### config.mk
export PLATFORM = sky130hd
export DESIGN_NAME = pesd_top
export DESIGN_NICKNAME = d
export VERILOG_FILES = /design/src/pesd_top.v
export VERILOG_INCLUDE_DIRS = /design/src
export SDC_FILE = /design/constraint.sdc
export NUM_CORES = 1
export LEC_CHECK = 0
export BUFFER_PORTS_ARGS = -buffer_cell sky130_fd_sc_hd__buf_2
export CAP_MARGIN = 15
export CORE_MARGIN = 3
export CORE_UTILIZATION = 41
export DETAILED_ROUTE_END_ITERATION = 10
export PLACE_DENSITY = 0.78
export SLEW_MARGIN = 20
export SYNTH_ARGS = -nofsm -noshare
export SYNTH_HDL_FRONTEND = slang
export SYNTH_SLANG_ARGS = --single-unit
export TNS_END_PERCENT = 50
### constraint.sdc
create_clock -name CLK_IN -period 2.24 [get_ports CLK_IN]
set_input_delay 0.224 -clock CLK_IN [delete_from_list [all_inputs] [get_ports CLK_IN]]
set_output_delay 0.224 -clock CLK_IN [all_outputs]
set_load 0.05 [all_outputs]
### src/pesd_consts.vh
// constants for the performance event qualification block
// How it works
// - CBH/08H counts retired loads starting new line fetch.
// - one count per line fetched from memory.
// - only cacheable loads; software prefetches excluded.
// - blocked loads may go uncounted.
// - precise sample holds next instruction address.
// - CBH/10H counts translation misses, not faulting loads.
// - CCH/01H first packed-int after float instruction.
// - CCH/02H first float after packed-int instruction.
// - CDH/00H counts state-clear assists that alter state.
// - CEH/00H counts retired packed-int multimedia instructions.
// - CFH/00H counts retired saturating packed instructions.
// - D2H/01H counts each reorder read-port stall cycle.
// - retried stalled cycle is counted again.
`ifndef PESD_CONSTS_VH
`define PESD_CONSTS_VH
`define PESD_EV_MEM_LOAD   8'hcb
`define PESD_EV_TRANS      8'hcc
`define PESD_EV_ASSIST     8'hcd
`define PESD_EV_PINT_RET   8'hce
`define PESD_EV_SAT_RET    8'hcf
`define PESD_EV_RAT_STALL  8'hd2
`define PESD_UM_L2_LINE    8'h08
`define PESD_UM_XLATE      8'h10
`define PESD_UM_TO_PINT    8'h01
`define PESD_UM_TO_FLOAT   8'h02
`define PESD_UM_NONE       8'h00
`define PESD_UM_ROB_PORT   8'h01
`define PESD_ADDR_RESET    32'h0000_0000
`endif

### src/pesd_top.v
// event qualification logic feeding one performance counter
`timescale 1ns/100ps
`default_nettype none
`include "pesd_consts.vh"

module pesd_top #(
  parameter ADDR_W = 32
) (
  // clock and reset
  input  wire              CLK_IN,
  input  wire              RESETN_IN,
  // event selection
  input  wire [7:0]        EVENT_SEL_IN,
  input  wire [7:0]        UNIT_MASK_IN,
  // retired load reports
  input  wire              LOAD_RETIRE_IN,
  input  wire              LOAD_CACHEABLE_IN,
  input  wire              LOAD_SW_PREFETCH_IN,
  input  wire              LOAD_BLOCKED_IN,
  input  wire              LOAD_FAULT_IN,
  input  wire              LOAD_L2_MISS_IN,
  input  wire              LOAD_LINE_IN_FLIGHT_IN,
  input  wire              LOAD_XLATE_MISS_IN,
  input  wire [ADDR_W-1:0] NEXT_INSTR_ADDR_IN,
  // instruction class reports
  input  wire              FLOAT_INSTR_IN,
  input  wire              PINT_INSTR_IN,
  input  wire              STATE_CLEAR_EXEC_IN,
  input  wire              STATE_CLEAR_ALTERS_IN,
  input  wire              PINT_RETIRE_IN,
  input  wire              SAT_RETIRE_IN,
  // pipeline stall report
  input  wire              ROB_PORT_STALL_IN,
  // counter side
  output reg               COUNT_INC_OUT,
  output reg               SAMPLE_VALID_OUT,
  output reg  [ADDR_W-1:0] SAMPLE_ADDR_OUT
);

  // ----------------------------------------
  // reset release
  // ----------------------------------------
  reg rst_meta_q;
  reg rst_sync_q;
  always @(posedge CLK_IN or negedge RESETN_IN) begin
    if (!RESETN_IN) begin
      rst_meta_q <= 1'b0;
      rst_sync_q <= 1'b0;
    end else begin
      rst_meta_q <= 1'b1;
      rst_sync_q <= rst_meta_q;
    end
  end
  wire rst_n = rst_sync_q;

  // ----------------------------------------
  // load qualification
  // ----------------------------------------
  // blocked loads are simply dropped from the line-fetch event; under-counting is allowed here
  wire load_ok = LOAD_RETIRE_IN & LOAD_CACHEABLE_IN & ~LOAD_SW_PREFETCH_IN;
  // a load hitting a line already being fetched adds nothing
  wire retired_load_l2_line_fetch = load_ok & LOAD_L2_MISS_IN & ~LOAD_LINE_IN_FLIGHT_IN
                                    & ~LOAD_BLOCKED_IN;
  wire retired_load_xlate_miss = load_ok & LOAD_XLATE_MISS_IN & ~LOAD_FAULT_IN;

  // ----------------------------------------
  // multimedia state transitions
  // ----------------------------------------
  // last class seen: 1 = packed-int, 0 = float
  reg pint_mode_q;
  reg pint_mode_d;
  always @* begin
    pint_mode_d = pint_mode_q;
    if (PINT_INSTR_IN)
      pint_mode_d = 1'b1;
    else if (FLOAT_INSTR_IN)
      pint_mode_d = 1'b0;
  end
  always @(posedge CLK_IN or negedge rst_n) begin
    if (!rst_n)
      pint_mode_q <= 1'b0;
    else
      pint_mode_q <= pint_mode_d;
  end
  wire float_to_packed_int_switch = PINT_INSTR_IN & ~pint_mode_q;
  wire packed_int_to_float_switch = FLOAT_INSTR_IN & ~PINT_INSTR_IN & pint_mode_q;

  wire multimedia_assist = STATE_CLEAR_EXEC_IN & STATE_CLEAR_ALTERS_IN;
  wire packed_int_retired = PINT_RETIRE_IN;
  wire saturating_packed_retired = SAT_RETIRE_IN;
  // level, so a retried stalled cycle counts again
  wire reorder_read_port_stall = ROB_PORT_STALL_IN;

  // ----------------------------------------
  // event select decode
  // ----------------------------------------
  reg hit;
  reg precise;
  always @* begin
    hit = 1'b0;
    precise = 1'b0;
    case (EVENT_SEL_IN)
      `PESD_EV_MEM_LOAD: begin
        precise = 1'b1;
        if (UNIT_MASK_IN == `PESD_UM_L2_LINE)
          hit = retired_load_l2_line_fetch;
        else if (UNIT_MASK_IN == `PESD_UM_XLATE)
          hit = retired_load_xlate_miss;
        else
          precise = 1'b0;
      end
      `PESD_EV_TRANS: begin
        if (UNIT_MASK_IN == `PESD_UM_TO_PINT)
          hit = float_to_packed_int_switch;
        else if (UNIT_MASK_IN == `PESD_UM_TO_FLOAT)
          hit = packed_int_to_float_switch;
      end
      `PESD_EV_ASSIST:
        hit = (UNIT_MASK_IN == `PESD_UM_NONE) & multimedia_assist;
      `PESD_EV_PINT_RET:
        hit = (UNIT_MASK_IN == `PESD_UM_NONE) & packed_int_retired;
      `PESD_EV_SAT_RET:
        hit = (UNIT_MASK_IN == `PESD_UM_NONE) & saturating_packed_retired;
      `PESD_EV_RAT_STALL:
        hit = (UNIT_MASK_IN == `PESD_UM_ROB_PORT) & reorder_read_port_stall;
      default:
        hit = 1'b0;
    endcase
  end

  // ----------------------------------------
  // registered outputs
  // ----------------------------------------
  always @(posedge CLK_IN or negedge rst_n) begin
    if (!rst_n) begin
      COUNT_INC_OUT    <= 1'b0;
      SAMPLE_VALID_OUT <= 1'b0;
      SAMPLE_ADDR_OUT  <= `PESD_ADDR_RESET;
    end else begin
      COUNT_INC_OUT    <= hit;
      SAMPLE_VALID_OUT <= hit & precise;
      if (hit & precise)
        SAMPLE_ADDR_OUT <= NEXT_INSTR_ADDR_IN;
    end
  end

endmodule // pesd_top
`default_nettype wire

# Word-level counts from Yosys, hierarchy flattened
# Cells that the tools add are included.
[word_totals]
in_bits = 65
output_inout_bits = 34
reg_bits = 37
[op_classes]
reduce_logical = 2
n_bitwise = 22
eq_ne = 10
n_mux = 10
[op_table]
columns = ["cell", "count"]
rows = [
  ["8-bit == test (second input constant)", 6],
  ["1-bit bitwise AND", 16],
  ["1-bit 2-to-1 mux", 9],
  ["8-bit by 1-bit == test with 1-bit output (second input constant)", 1],
  ["8-bit by 2-bit == test with 1-bit output (second input constant)", 1],
  ["8-bit by 4-bit == test with 1-bit output (second input constant)", 1],
  ["8-bit by 5-bit == test with 1-bit output (second input constant)", 1],
  ["8-bit logical NOT", 1],
  ["1-bit NOT", 6],
  ["1-bit case mux with 6 select lines", 1],
  ["2-bit nonzero test", 1],
]

# Depth between registers and ports, before layout
[depth]
ltp_word = 8
ltp_mapped = 5

# Worst setup path after synthesis
# Ideal clock, no wire load.
[synth_path]
path_type = "input port to flip-flop"
startpoint = "input UNIT_MASK_IN[5]"
endpoint = "register SAMPLE_ADDR_OUT[18]"
arrival_ns = 1.834
t_required_ns = 2.115
path_buffers = 1
setup_time_ns = 0.125
path_stages = 5
slack_ns = 0.281
path_cell_list = "or3_1 > or3_4 > nor4_4 > buf_6 > mux2_2"
[synth_between]
elab_chain_len = 5
word_cells_on_any_way = 18
classes_between = "eq/ne: 4; mux: 8; bitwise: 5; reduce/logical: 1"
[synth_lines]
columns = ["element", "line", "rtl"]
rows = [
  ["start, declared", "pesd_top.v:14", "input wire [7:0] UNIT_MASK_IN,"],
  ["8-bit by 2-bit == test with 1-bit output (no source line) or 8-bit by 5-bit == test with 1-bit output (tied branches)", "n/a", ""],
  ["1-bit 2-to-1 mux (on tied branches)", "pesd_top.v:115, pesd_top.v:107", ""],
  ["1-bit 2-to-1 mux (on tied branches)", "pesd_top.v:113, pesd_top.v:105", ""],
  ["1-bit case mux with 6 select lines or 1-bit 2-to-1 mux (tied branches)", "pesd_top.v:102", "case (EVENT_SEL_IN)"],
  ["1-bit bitwise AND *", "pesd_top.v:142", "if (hit & precise)"],
  ["end signal, assigned", "pesd_top.v:138", "SAMPLE_ADDR_OUT <= `PESD_ADDR_RESET;"],
  ["end, declared", "pesd_top.v:37", "output reg [ADDR_W-1:0] SAMPLE_ADDR_OUT"],
]
# Mark *: on every way between the ends. The rest lies on a longest branch, timed or not.
# A chain may end at the register's enable or synchronous reset.

# Final worst setup path
[layout_path]
startpoint = "input UNIT_MASK_IN[5]"
endpoint = "register SAMPLE_ADDR_OUT[4]"
# The elaborated chain is that of the path after synthesis.

==> impl_metrics.ini <==
[outcome]
status = finished clean

[synth]
yosys_warnings = 0
ys_seq_area_share_pct = 60.06
yosys-top-cells-count = dfrtp_1 (37), mux2_2 (31), nor4b_1 (4)
synth-main-ff-cell = dfrtp_1
synth.cell_area_um2 = 1541
synth-seq-cells = 37
synth_area_leaders = dfrtp_1 (60%), mux2_2 (23%), nor4b_1 (2.3%)
async_flop_share_pct = 100.0
synth_cell_types = 25
syn_inst = 102
yosysTopAreaCell = dfrtp_1
synth_nets = 167
synth_edf_count = 0
synth_area_per_cell_um2 = 15.11
yosysMostFrequentCell = dfrtp_1
synth_top_area_share_pct = 60.06

[die]
ios = 99
die_area_um2 = 4531
die_w_um = 67.32
initial_utilization_pct = 44.44
die_y_um = 67.32
core-area_um2 = 3468
rows = 21

[timing]
slew_viol_final = 0
finalHoldViolCount = 0
finClkSkew_ns = 0.001996
finalSetupViolCount = 0
finalSetupTns_ns = 0
max_clock_freq_ghz = 0.5630
post-route-period-util_pct = 79.30
period_minus_slack_ns = 1.776
hold_slack_ns = 0.1560
rsz0062_at_grt = false

[routing]
drtIter0Drc = 80
drt-vias-per-instance = 4.918
dr_total_vias = 1254
antenna_left = 0
drc = 0
first_pass_iters = 4
avgRoutedWirePerCell_um = 13.04
wirelength_mm = 3.324

[critical_path]
timing.rr.end = COUNT_INC_OUT$_DFF_PN0_
reg2reg_depth = 4
cp-start-kind = input port
worstPathArrival_ns = 1.94
r2r_start = pint_mode_q$_DFFE_PN0P_
startpoint = UNIT_MASK_IN[5]
cp.required_ns = 2.40
cp-end-kind = register
worstSetupPathType = in2reg
crit_fanout = 32
regToRegSetupSlack_ns = 1.00

[job]
cap_violations = 0

[global_routing]
grt_pass1_vias = 1246
grt_use_total_pct = 14.82
grt_pass1_wl_mm = 4.933
antenna_found_initial = 0
grt_max_degree = 33
grt_overflow = 0

[cts]
clock-sinks = 37
root_buffer = clkbuf_8
htreeDepth = 2
cts.path.max_buffers = 2
clkTransAtPathRegs_ns = 0.07
worst_skew_pair.late_latency_ns = 0.28
cts_buffers = 5
cts_tree = done

[pwr]
ir_worst_vdd_v = 0.0003125
power-per-cell-area_nw_per_um2 = 547.8
p_sw_w = 0.0002619
power_frac_comb_pct = 7.3
p_leak_nw = 1.253
power_frac_clock_pct = 36.3
swShare_pct = 21.86
seq_power_share_pct = 56.4
p_int_w = 0.0009361

[hold_path]
hold_path_class = in2reg
min_path_cells = 2
whs_endpoint = pint_mode_q$_DFFE_PN0P_
min_from = PINT_INSTR_IN

[layout]
multiInputGateArea_um2 = 578.1
area_growth_pct = 41.88
antenna_cells = 0
regArea_um2 = 925.9
n_fill_cell = 304
final_nets = 273
drive_gt1_share_pct = 67.94

[place]
finalWeightedCongestion = 0.6931
port_buffers = 98
hpwl_mm = 2.759
flip-flops by register name, indices dropped and copies added (netlist names):
signal and cells:
pint_mode_q 1, rst_meta_q 1, SAMPLE_ADDR_OUT 32, COUNT_INC_OUT 1, SAMPLE_VALID_OUT 1, rst_n 1
worst max-delay path, stage by stage:
cell and delay (ns):
buf_2 0.09, or3_1 0.38, or3_4 0.36, nor4_4 0.27, buf_12 0.24, mux2_2 0.36
logic make-up after synthesis:
| kind of cell | Yosys count | share of synthesized area [%] |
|---|---|---|
| AOI/OAI and AO/OA | 7 | 3.248 |
| buffers and inverters | 4 | 2.435 |
| DFF | 37 | 60.07 |
| muxes | 32 | 23.38 |
| other | 1 | 0.2433 |
| and+or+nand+nor | 21 | 10.63 |
power by group through the flow:
stage          Sequential, W  Combinational [W]  Clock, W
2_1_floorplan       0.000694          0.0000136         0
3_3_place_gp        0.000689          0.0000861         0
3_5_place_dp        0.000689          0.0000871         0
4_1_cts             0.000676          0.0000884  0.000458
5_1_grt             0.000677          0.0000975  0.000482
6_report            0.000676          0.0000872  0.000435
worst max-delay path by stage:
| stage | end | cells after the start | slack [ns] |
|---|---|---|---|
| after global routing | SAMPLE_ADDR_OUT[4]$_DFFE_PN0P_ | 6 | 0.42 |
| after floorplan | SAMPLE_ADDR_OUT[18]$_DFFE_PN0P_ | 5 | 0.28 |
| after global placement | SAMPLE_ADDR_OUT[11]$_DFFE_PN0P_ | 6 | 0.19 |
| after CTS | SAMPLE_ADDR_OUT[4]$_DFFE_PN0P_ | 6 | 0.46 |
| final | SAMPLE_ADDR_OUT[4]$_DFFE_PN0P_ | 6 | 0.46 |
| after detailed placement | SAMPLE_ADDR_OUT[4]$_DFFE_PN0P_ | 6 | 0.15 |
stage by stage:
step	util, %	instance area, um^2	setup slack [ns]	total power, W	instances
after floorplan	-	1541	0.2808	0.0007073	102
after detailed placement	60.28	2091	0.1542	0.0007762	246
final	63.06	2187	0.4638	0.001198	255
after CTS	63.06	2187	0.4615	0.001223	255
after global routing	63.06	2187	0.4207	0.001257	255
after global placement	60.28	2091	0.1889	0.0007752	246
placed cells by master, fill, tap and decap left out:
master         count
a221o_1            1
clkinv_2           2
nand4_1            3
clkbuf_8           5
nor4_1             2
mux2_2            31
a31oi_1            1
nor2_1             1
a21o_1             1
nor3b_1            1
mux2_1             1
buf_12             1
inv_1              1
conb_1             1
dlygate4sd3_1      1
or3_1              1
buf_2             98
nor4bb_1           2
o211ai_1           1
or3_4              1
clkinvlp_4         1
nand4b_1           1
nor4b_1            4
o32ai_1            1
nor3_1             1
nor2b_1            1
buf_4              2
nand2_1            2
nor4_4             1
a21oi_1            2
dfrtp_1           37
metal layers:
metal | up-vias | GRT usage, % | part of all wire, % | wire [um]
met2 | 72 | 28.47 | 52 | 1716
met3 | 4 | 4.326 | 11 | 358
li1 | 593 | - | - | -
met5 | - | 0 | 0 | 0
met4 | 0 | 6.835 | 1.2 | 41
met1 | 585 | 14.32 | 36 | 1207
repair_timing:
item / in CTS / in global routing
hold endpoints to repair: 2 / 0
resized for setup: 0 / 0
setup buffers: 0 / 0
endpoints found under the setup margin: 0 / 0
hold buffers: 1 / 0
area by class of cell:
class | count | share of cell area, %
Timing Repair Buffer | 102 | 24.49
Clock inverter | 3 | 0.8009
Sequential cell | 37 | 42.33
Clock buffer | 5 | 3.146
Tap cell | 46 | 2.632
Multi-Input combinational cell | 61 | 26.43
Inverter | 1 | 0.1716
Power figures use the tool's default switching activity.
